### config.mk
export PLATFORM = sky130hd
export DESIGN_NAME = dtt_throttle
export DESIGN_NICKNAME = d
export VERILOG_FILES = /design/src/design/dtt_pkg.sv /design/src/design/dtt_sync.sv /design/src/design/dtt_throttle.sv
export SDC_FILE = /design/constraint.sdc
export NUM_CORES = 1
export LEC_CHECK = 0
export ABC_CLOCK_PERIOD_IN_PS = 5850
export BUFFER_PORTS_ARGS = -buffer_cell sky130_fd_sc_hd__buf_2
export CORE_MARGIN = 1.5
export CORE_UTILIZATION = 70
export CTS_BUF_LIST = sky130_fd_sc_hd__clkbuf_4
export DETAILED_ROUTE_END_ITERATION = 10
export PLACE_DENSITY = 0.89
export SYNTH_ARGS = -nofsm -noshare
export SYNTH_HDL_FRONTEND = slang
export SYNTH_SLANG_ARGS = --single-unit
### constraint.sdc
create_clock -name i_clk -period 5.85 [get_ports i_clk]
set_input_delay 1.17 -clock i_clk [delete_from_list [all_inputs] [get_ports i_clk]]
set_output_delay 1.17 -clock i_clk [all_outputs]
set_load 0.05 [all_outputs]
### src/design/dtt_pkg.sv
// Package for the DRAM thermal throttle block: types, weights, reset values.
// Assumes a single host clock domain; no software register map.
package dtt_pkg;
  localparam int ROW_W = 3;
  localparam int CNT_W = 24;
  localparam int WIN_W = 20;
  // Default window and threshold, in host clock cycles and weighted units
  localparam logic [WIN_W-1:0] WIN_CYC_DFLT = 20'h0ffff;
  localparam logic [CNT_W-1:0] THR_DFLT = 24'h00ffff;
  // Default weights per cycle type (hit cheapest, miss dearest)
  localparam logic [3:0] W_HIT_DFLT = 4'h1;
  localparam logic [3:0] W_EMPTY_DFLT = 4'h2;
  localparam logic [3:0] W_MISS_DFLT = 4'h3;
  // Throttle duty: this many slots blocked out of one more than this when throttling (every slot at 0)
  localparam logic [3:0] DUTY_DFLT = 4'h2;
  localparam logic [3:0] DUTY_RST = 4'h0;
  localparam logic [CNT_W-1:0] CNT_RST = 24'h000000;
  localparam logic [WIN_W-1:0] WIN_RST = 20'h00000;

  typedef enum logic [1:0] {
    DTT_HIT = 2'h0,
    DTT_EMPTY = 2'h1,
    DTT_MISS = 2'h3
  } dtt_cyc_t;

  // One hexword transfer report from the memory scheduler
  typedef struct packed {
    logic valid;
    logic [ROW_W-1:0] row;
    dtt_cyc_t cyc;
  } dtt_xfer_t;

  // Throttle settings, held static by the surrounding configuration
  typedef struct packed {
    logic [CNT_W-1:0] threshold;
    logic [WIN_W-1:0] window;
    logic [3:0] w_hit;
    logic [3:0] w_empty;
    logic [3:0] w_miss;
    logic [3:0] duty;
    logic ot_irq_en;
    logic ot_rd_thr_en;
  } dtt_cfg_t;

  typedef enum logic [1:0] {
    DTT_ST_IDLE = 2'b00,
    DTT_ST_THROTTLE = 2'b01,
    DTT_ST_HOLD = 2'b11
  } dtt_state_t;
endpackage

### src/design/dtt_sync.sv
// Two-flop synchroniser for the external over-temperature level.
// Assumes the input is asynchronous; reset value is the idle (high) level.
`timescale 1ns/1ps
module dtt_sync (
  input wire logic i_clk,
  input wire logic i_nrst,
  input wire logic i_async,
  output logic o_sync
);
  logic meta_q;
  logic sync_q;

  // First stage feeds only the second
  always_ff @(posedge i_clk or negedge i_nrst) begin
    if (!i_nrst) begin
      meta_q <= 1'b1;
      sync_q <= 1'b1;
    end else begin
      meta_q <= i_async;
      sync_q <= meta_q;
    end
  end

  assign o_sync = sync_q;
endmodule

### src/design/dtt_throttle.sv
// DRAM thermal throttle: weighted per-row transfer tracking and sensor input.
// Assumes i_clk is the host clock and the scheduler honours the throttle outputs.
`timescale 1ns/1ps
module dtt_throttle #(
  parameter int ROWS = 8,
  parameter int CNT_W = dtt_pkg::CNT_W,
  parameter int WIN_W = dtt_pkg::WIN_W
) (
  input wire logic i_clk,
  input wire logic i_nrst,
  input wire dtt_pkg::dtt_xfer_t i_xfer,
  input wire dtt_pkg::dtt_cfg_t i_cfg,
  input wire logic i_over_temp_in_n,
  output logic o_rd_throttle,
  output logic o_wr_throttle,
  output logic o_ot_irq,
  output logic o_hw_active,
  output logic [ROWS-1:0] o_row_hot
);
  localparam int ROW_W = dtt_pkg::ROW_W;

  // Row field and struct widths are fixed by the package
  if (ROWS < 1 || ROWS > (1 << ROW_W)) begin : g_bad_rows
    $error("dtt_throttle: ROWS must fit the row field");
  end
  if (CNT_W != dtt_pkg::CNT_W || WIN_W != dtt_pkg::WIN_W) begin : g_bad_width
    $error("dtt_throttle: counter widths must match the package");
  end

  logic ot_sync;
  logic [WIN_W-1:0] win_q;
  logic [WIN_W-1:0] win_d;
  logic [CNT_W-1:0] cnt_q [ROWS];
  logic [ROWS-1:0] hot_q;
  logic [ROWS-1:0] hot_d;
  logic [ROWS-1:0] over;
  dtt_pkg::dtt_state_t st_q;
  dtt_pkg::dtt_state_t st_d;
  logic [3:0] duty_cnt_q;
  logic [3:0] duty_cnt_d;
  logic rd_thr_q;
  logic wr_thr_q;
  logic irq_q;
  logic [3:0] weight;
  logic win_end;
  logic any_over;
  logic slot_block;
  logic ot_active;
  logic is_hit;
  logic is_empty;
  logic hw_active_q;
  logic hw_active_d;
  logic rd_thr_d;
  logic wr_thr_d;
  logic irq_d;
  logic ot_rd_req;

  dtt_sync u_sync (
    .i_clk(i_clk),
    .i_nrst(i_nrst),
    .i_async(i_over_temp_in_n),
    .o_sync(ot_sync)
  );

  assign ot_active = ~ot_sync;

  assign is_hit = (i_xfer.cyc == dtt_pkg::DTT_HIT);
  assign is_empty = (i_xfer.cyc == dtt_pkg::DTT_EMPTY);
  // Codes outside the enum count as the dearest cycle
  assign weight = is_hit ? i_cfg.w_hit : (is_empty ? i_cfg.w_empty : i_cfg.w_miss);

  assign win_end = (win_q >= i_cfg.window);
  assign win_d = win_end ? dtt_pkg::WIN_RST : win_q + 1'b1;

  genvar g;
  generate
    for (g = 0; g < ROWS; g++) begin : g_row
      logic hit_row;
      logic [CNT_W:0] sum;
      logic [CNT_W-1:0] cnt_d;
      assign hit_row = i_xfer.valid && (i_xfer.row == ROW_W'(g));
      assign sum = {1'b0, cnt_q[g]} + {{(CNT_W - 4 + 1){1'b0}}, (hit_row ? weight : 4'h0)};
      // Saturate so a long window cannot wrap back under threshold
      assign cnt_d = win_end ? dtt_pkg::CNT_RST :
                     (sum[CNT_W] ? {CNT_W{1'b1}} : sum[CNT_W-1:0]);
      assign over[g] = (sum[CNT_W] || sum[CNT_W-1:0] > i_cfg.threshold);
      assign hot_d[g] = win_end ? 1'b0 : (hot_q[g] | over[g]);
      always_ff @(posedge i_clk or negedge i_nrst) begin
        if (!i_nrst) begin
          cnt_q[g] <= dtt_pkg::CNT_RST;
        end else begin
          cnt_q[g] <= cnt_d;
        end
      end
    end
  endgenerate

  assign any_over = |(hot_q | over);

  // Throttle held through the window after the crossing
  always_comb begin
    st_d = st_q;
    case (st_q)
      dtt_pkg::DTT_ST_IDLE: begin
        if (any_over) begin
          st_d = dtt_pkg::DTT_ST_THROTTLE;
        end
      end
      dtt_pkg::DTT_ST_THROTTLE: begin
        if (win_end) begin
          st_d = dtt_pkg::DTT_ST_HOLD;
        end
      end
      dtt_pkg::DTT_ST_HOLD: begin
        // One more window throttled gives the parts time to cool
        if (win_end) begin
          st_d = any_over ? dtt_pkg::DTT_ST_THROTTLE : dtt_pkg::DTT_ST_IDLE;
        end
      end
      default: begin
        st_d = dtt_pkg::DTT_ST_IDLE;
      end
    endcase
  end

  // Duty counter: one free slot per duty+1 cycles, none free at duty 0
  assign duty_cnt_d = (duty_cnt_q >= i_cfg.duty) ? dtt_pkg::DUTY_RST : duty_cnt_q + 1'b1;
  assign slot_block = (duty_cnt_q != dtt_pkg::DUTY_RST) || (i_cfg.duty == dtt_pkg::DUTY_RST);

  // Window runs free, so the first window starts at reset release
  always_ff @(posedge i_clk or negedge i_nrst) begin
    if (!i_nrst) begin
      win_q <= dtt_pkg::WIN_RST;
    end else begin
      win_q <= win_d;
    end
  end

  always_ff @(posedge i_clk or negedge i_nrst) begin
    if (!i_nrst) begin
      hot_q <= '0;
    end else begin
      hot_q <= hot_d;
    end
  end

  always_ff @(posedge i_clk or negedge i_nrst) begin
    if (!i_nrst) begin
      st_q <= dtt_pkg::DTT_ST_IDLE;
    end else begin
      st_q <= st_d;
    end
  end

  always_ff @(posedge i_clk or negedge i_nrst) begin
    if (!i_nrst) begin
      duty_cnt_q <= dtt_pkg::DUTY_RST;
    end else begin
      duty_cnt_q <= duty_cnt_d;
    end
  end

  assign hw_active_d = (st_d != dtt_pkg::DTT_ST_IDLE);
  assign ot_rd_req = ot_active && i_cfg.ot_rd_thr_en;
  assign rd_thr_d = slot_block && (hw_active_d || ot_rd_req);
  assign wr_thr_d = slot_block && hw_active_d;
  assign irq_d = ot_active && i_cfg.ot_irq_en;

  // Outputs straight from flops, so the scheduler never sees a glitch
  always_ff @(posedge i_clk or negedge i_nrst) begin
    if (!i_nrst) begin
      hw_active_q <= 1'b0;
    end else begin
      hw_active_q <= hw_active_d;
    end
  end

  always_ff @(posedge i_clk or negedge i_nrst) begin
    if (!i_nrst) begin
      rd_thr_q <= 1'b0;
    end else begin
      rd_thr_q <= rd_thr_d;
    end
  end

  always_ff @(posedge i_clk or negedge i_nrst) begin
    if (!i_nrst) begin
      wr_thr_q <= 1'b0;
    end else begin
      wr_thr_q <= wr_thr_d;
    end
  end

  always_ff @(posedge i_clk or negedge i_nrst) begin
    if (!i_nrst) begin
      irq_q <= 1'b0;
    end else begin
      irq_q <= irq_d;
    end
  end

  assign o_rd_throttle = rd_thr_q;
  assign o_wr_throttle = wr_thr_q;
  assign o_ot_irq = irq_q;
  assign o_hw_active = hw_active_q;
  assign o_row_hot = hot_q;
endmodule

==> results.json, run 1 <==
{
  "status": "finished, final reports clean",
  "synth.avg_cell_area_sq_um": 8.682,
  "htree_num_levels": 2,
  "fin_crit_ns": 5.425,
  "die_y_microns": 161.4,
  "rows": 57,
  "drive_gt1_share_pct": 10.17,
  "grt_pass1_wl_microns": 74830,
  "synth-seq-cells": 232,
  "grtUsageTotal_pct": 35.63,
  "grt_max_degree": 132,
  "io_pins": 83,
  "numClockSinks": 232,
  "holdPathEnd": "u_sync.o_sync$_DFF_PN1_",
  "overflow": 0,
  "finalSetupViolCount": 0,
  "antenna_found_initial": 0,
  "reg2reg_from": "cnt_q[96]$_DFF_PN0_",
  "r2r_end": "o_wr_throttle$_DFF_PN0_",
  "wl_per_cell_microns": 18.05,
  "mostFrequentLayoutCell": "a21oi_1",
  "io_buffers": 82,
  "synth.net_count": 2354,
  "post_cts_buffers": 0,
  "fin_crit_sh_pct": 92.73,
  "hp-class": "register to register",
  "numCtsBuffers": 60,
  "nNetsFinal": 2484,
  "tritoncts": "yes",
  "arrival_ns": 5.99,
  "critical_path_class": "input port to register",
  "synth_cells": 2024,
  "core_area_sq_mm": 0.02446,
  "rrSetupSlack_ns": 1.28,
  "synth_edf_count": 0,
  "ir_worst_vdd_uv": 180.5,
  "yosysSeqAreaShare_pct": 33.05,
  "syn_to_final_growth_pct": 9.506,
  "reg2reg_depth": 19,
  "maxCapViolCount": 0,
  "hold_viol_final": 0,
  "hold_path_depth": 0,
  "cts_root_buf": "clkbuf_4",
  "total_leakage_power_uw": 0.01099,
  "maxSlewHeadroom_pct": 32.39,
  "critPathMaxFanout": 6,
  "nFillCells": 1617,
  "worstHoldStart": "u_sync.meta_q$_DFF_PN1_",
  "firstDrtPassIters": 7,
  "drt-initial-drc-count": 1184,
  "clockBufferDepth": 3,
  "num_antenna_cells": 0,
  "tightest_slew_ns": 1.014,
  "timing.final.max_slew_violations": 0,
  "max_clock_freq_ghz": 0.1843,
  "cp-start-kind": "input port",
  "yosysUniqueCellTypes": 70,
  "async_flop_share_pct": 100.0,
  "dp_hpwl_microns": 32280,
  "drc": 0,
  "postLayoutCoreUtil_pct": 78.66,
  "ys.flop_type": "dfrtp_1",
  "crit_required_ns": 6.42,
  "synth_area_sq_mm": 0.01757,
  "viasPerCell": 6.075,
  "fin_area_sq_mm": 0.01924,
  "die_x_microns": 161.4,
  "design.die.area_sq_mm": 0.02606,
  "clk_latency_ns": 0.73,
  "p_per_area_mw_per_mm2": 241.6,
  "rsz0062_at_grt": "false",
  "most-common-layout-cells": "a21oi_1, inv_1, ha_1",
  "clk_pin_slew_ns": 0.06,
  "cts-resized-gates": 0,
  "ant_nets": 0,
  "grt_pass1_vias": 15600,
  "start_util_pct": 71.83,
  "cp-end-kind": "register",
  "place_area_sq_mm": 0.01848,
  "synth_warnings": 0,
  "drt-total-wl_microns": 45600,
  "fin_skew_ns": 0.04235,
  "place_congestion": 0.9315,
  "via_count": 15350,
  "cts_hold_buf": 0
}
-- cells in the mapped netlist (13+ instances only) --
cell type,number,area [sq um]
xor2_1,75,656.9
nor2_1,148,555.5
inv_1,270,1013
and4_1,13,113.9
clkbuf_1,41,153.9
nor3_1,23,115.1
dfrtp_1,230,5756
and3_1,82,513.0
and2_1,17,106.4
xnor2_1,121,1060
nand2b_1,21,131.4
ha_1,251,3141
o21ai_0,32,160.2
nand4_1,65,406.6
nor2b_1,34,212.7
nand3_1,62,310.3
nand2_1,107,401.6
a21o_1,22,165.2
a21oi_1,276,1381
-- flip-flops by register name (all words and copies together), names as in the netlist --
register       cells
cnt_q            192
win_q             20
o_row_hot          8
duty_cnt_q         4
st_q               2
o_hw_active        1
o_ot_irq           1
o_rd_throttle      1
o_wr_throttle      1
u_sync.meta_q      1
u_sync.o_sync      1
-- area by class of cell --
class	count	area (sq um)	share of cell area, %
timing repair buffer	114	685.7	3.563
clock buffer	84	630.6	3.277
tap	324	405.4	2.107
inverter	270	1013	5.267
multi-input combinational	1476	10570	54.91
sequential	232	5808	30.18
clock inverter	26	132.6	0.6893
-- through the flow --
stage / setup WS, ns / hold slack [ns] / setup TNS [ns] / power [uW] / cells
final: 0.4254 / 0.3580 / 0 / 4649 / 2526
after global routing: 0.06756 / 0.3614 / 0 / 4946 / 2526
after CTS: 0.5316 / 0.3651 / 0 / 4644 / 2526
after detailed placement: -0.2411 / 0.3485 / -0.9251 / 3213 / 2416
after global placement: 0.03386 / 0.3469 / 0 / 3103 / 2416
after floorplan: 0.5359 / 0.3452 / 0 / 2835 / 2024
-- how the worst max path moves through the flow --
stage          slack (ns)      start                      end  cells after the start
2_1_floorplan        0.54  i_xfer[0]  o_wr_throttle$_DFF_PN0_                     24
3_3_place_gp         0.03  i_xfer[0]  o_wr_throttle$_DFF_PN0_                     24
3_5_place_dp        -0.24  i_xfer[0]  o_wr_throttle$_DFF_PN0_                     24
4_1_cts              0.53  i_xfer[0]  o_wr_throttle$_DFF_PN0_                     24
5_1_grt              0.07  i_xfer[0]  o_wr_throttle$_DFF_PN0_                     24
6_report             0.43  i_xfer[0]  o_wr_throttle$_DFF_PN0_                     24
-- logic make-up (layout without fill, tap and decap cells) --
family                     Yosys count  count (layout)  share of synthesized area, %
and+or+nand+nor                    608             608                         17.85
buffers and inverters              316             494                         6.885
xor gates and xnor gates           196             196                         9.769
muxes                                9               9                        0.5198
AOI/OAI and AO/OA                  404             404                         13.14
DFF                                232             232                         33.05
adders and majority gates          259             259                         18.78
-- worst max-delay path: stages --
cell      delay (ns)
buf_2           0.10
mux2i_1         0.20
nor2_1          0.07
a21oi_1         0.49
buf_4           0.23
nor2_1          0.05
ha_1            0.20
a21o_1          0.16
a21oi_1         0.26
o21bai_1        0.18
and3_1          0.24
and2_1          0.19
and3_1          0.20
xnor2_1         0.20
inv_1           0.08
ha_1            0.31
nand4_1         0.15
nor3_1          0.08
a221o_1         0.34
o31ai_1         0.18
and4b_1         0.26
nand4_1         0.18
a211oi_2        0.33
a21oi_1         0.12
-- per-layer routing --
| metal | track usage [%] | vias up | part of all wire [%] |
|---|---|---|---|
| met5 | 0 | - | 0 |
| li1 | - | 7250 | - |
| met1 | 42.90 | 7301 | 39 |
| met3 | 6.985 | 195 | 7.3 |
| met4 | 21.25 | 0 | 6.2 |
| met2 | 59.29 | 599 | 47 |
-- where the power goes --
part / internal, uW / switching [uW] / leakage [uW]
Combinational: 522 / 757 / 0.00742
Sequential: 1810 / 144 / 0.00311
Clock: 710 / 711 / 0.000456
Total: 3040 / 1610 / 0.0110
Note: power is estimated with default switching activity, not from simulation.
==> run 2: changes to the inputs <==
- ABC_CLOCK_PERIOD_IN_PS: 5850 -> 6800
- clock period: 5.85 -> 6.8 ns (I/O delays scaled with it)
==> run 2 against run 1 <==
  * Utilization shrank 0.62 points
  * Critical path depth is the same
  * Clock skew shrank 0.0062 ns
  * Wire length grew 0.57%
  * Sequential share of layout area grew 0.24 points
  * Clock-buffer cell count grew 3
  * First-iteration DRC count grew 0.93%
  * Non-clock buffer count shrank 16
  * Worst hold slack lost 0.0036 ns
  * Critical endpoint is now o_rd_throttle$_DFF_PN0_
  * Largest power group unchanged
==> results.json, run 2 (synthesized netlist as in run 1, its figures left out) <==
{
  "fin_skew_ns": 0.03618,
  "fin_crit_ns": 5.756,
  "io_buffers": 82,
  "critPathMaxFanout": 7,
  "fin_crit_sh_pct": 84.65,
  "die_y_microns": 161.4,
  "cts_hold_buf": 0,
  "design.die.area_sq_mm": 0.02606,
  "io_pins": 83,
  "rows": 57,
  "clockBufferDepth": 3,
  "ant_nets": 0,
  "grtUsageTotal_pct": 35.58,
  "largest_register_ffs": 192,
  "die_x_microns": 161.4,
  "syn_to_final_growth_pct": 8.644,
  "crit_path_start": "i_xfer[5]",
  "tightest_slew_ns": 0.8858,
  "p_per_area_mw_per_mm2": 209.3,
  "clk_pin_slew_ns": 0.06,
  "cts-resized-gates": 0,
  "total_leakage_power_uw": 0.01090,
  "clk_latency_ns": 0.69,
  "place_congestion": 0.9071,
  "maxSlewHeadroom_pct": 40.95,
  "worstHoldStart": "u_sync.meta_q$_DFF_PN1_",
  "grt_max_degree": 108,
  "drt-total-wl_microns": 45850,
  "place_ws_ns": 0.5466,
  "via_count": 15410,
  "grt_pass1_vias": 15530,
  "cp-start-kind": "input port",
  "firstDrtPassIters": 6,
  "hold_viol_final": 0,
  "arrival_ns": 6.27,
  "finalSetupViolCount": 0,
  "drc": 0,
  "drive_gt1_share_pct": 9.644,
  "cp-end-kind": "register",
  "core_area_sq_mm": 0.02446,
  "reg2reg_from": "cnt_q[96]$_DFF_PN0_",
  "post_cts_buffers": 0,
  "wl_per_cell_microns": 18.25,
  "ir_worst_vdd_uv": 158.2,
  "setup_tns_ns": 0,
  "finalWorstSetupSlack_ns": 1.044,
  "viasPerCell": 6.130,
  "antenna_found_initial": 1,
  "start_util_pct": 71.83,
  "nNetsFinal": 2475,
  "timing.final.max_slew_violations": 0,
  "numClockSinks": 232,
  "mostFrequentLayoutCell": "a21oi_1",
  "htree_num_levels": 3,
  "dp_hpwl_microns": 32510,
  "overflow": 0,
  "numCtsBuffers": 67,
  "hp-class": "register to register",
  "power_uw": 3995,
  "grt_pass1_wl_microns": 73790,
  "crit_required_ns": 7.32,
  "postLayoutCoreUtil_pct": 78.04,
  "tritoncts": "yes",
  "status": "finished, final reports clean",
  "maxCapViolCount": 0,
  "rsz0062_at_grt": "false",
  "cts_root_buf": "clkbuf_4",
  "max_clock_freq_ghz": 0.1737,
  "regMostFlops": "cnt_q",
  "drt-initial-drc-count": 1195,
  "most-common-layout-cells": "a21oi_1, inv_1, ha_1",
  "critical_path_class": "input port to register"
}
==> run 2: cell count changes in the layout (fill, tap and decap cells not counted), sizes merged <==
cell | previous run | this run
clkinv | 25 | 23
diode | 0 | 1
bufinv | 1 | 0
inv | 270 | 272
clkbuf | 84 | 87
buf | 114 | 98
==> run 2: worst paths after layout <==
check / endpoint / cells after the start / slack [ns]
worst max-delay path: o_rd_throttle$_DFF_PN0_ / 24 / 1.04
worst min-delay path: u_sync.o_sync$_DFF_PN1_ / 0 / 0.35
worst max register to register: o_rd_throttle$_DFF_PN0_ / 19 / 2.23
worst min register to register: u_sync.o_sync$_DFF_PN1_ / 0 / 0.35
max in group asynchronous: cnt_q[56]$_DFF_PN0_ / 2 / 4.68
min in group asynchronous: cnt_q[161]$_DFF_PN0_ / 1 / 0.70
==> run 2: layer usage <==
metal  up-vias  global-route usage (%)  part of all wire [%]
met5         -                       0                     0
met1      7287                   41.38                    39
li1       7218                       -                     -
met4         0                   23.82                   6.8
met2       669                   59.75                    47
met3       231                   6.934                   7.8
==> run 2: stage by stage <==
stage	area (sq um)	instances	hold slack, ns
floorplan	17570	2024	0.3452
global placement	18330	2400	0.3464
detailed placement	18330	2400	0.3537
CTS	19090	2512	0.3579
global route	19090	2513	0.3569
finish	19090	2513	0.3543
==> run 2: area by class of cell <==
cell class / instances / area [sq um]
antenna: 1 / 2.502
clock buffer: 87 / 653.1
inverter: 270 / 1013
tap: 324 / 405.4
timing repair buffer: 98 / 540.5
fill: 1678 / 5371
multi-input combinational: 1476 / 10570
clock inverter: 25 / 101.3
sequential: 232 / 5808
==> run 2: power breakdown <==
part / switching, uW / internal [uW]
clock: 622 / 598
sequential: 129 / 1550
combinational: 648 / 444
total: 1400 / 2600
==> run 2: worst max-delay path, cell delays in order <==
cell	delay (ns)
buf_2	0.14
nor2b_1	0.36
nand3_1	0.27
nor2_1	0.20
ha_1	0.21
inv_1	0.07
fa_1	0.40
nand2b_1	0.18
a21oi_1	0.18
buf_4	0.18
nand2_1	0.08
nor2_1	0.32
nand2_1	0.12
xor2_1	0.21
inv_1	0.08
ha_1	0.30
nand4_1	0.16
nor4_1	0.41
nand2_1	0.09
o31ai_1	0.07
and4b_1	0.26
nand4_1	0.18
a211oi_2	0.30
a21oi_1	0.14
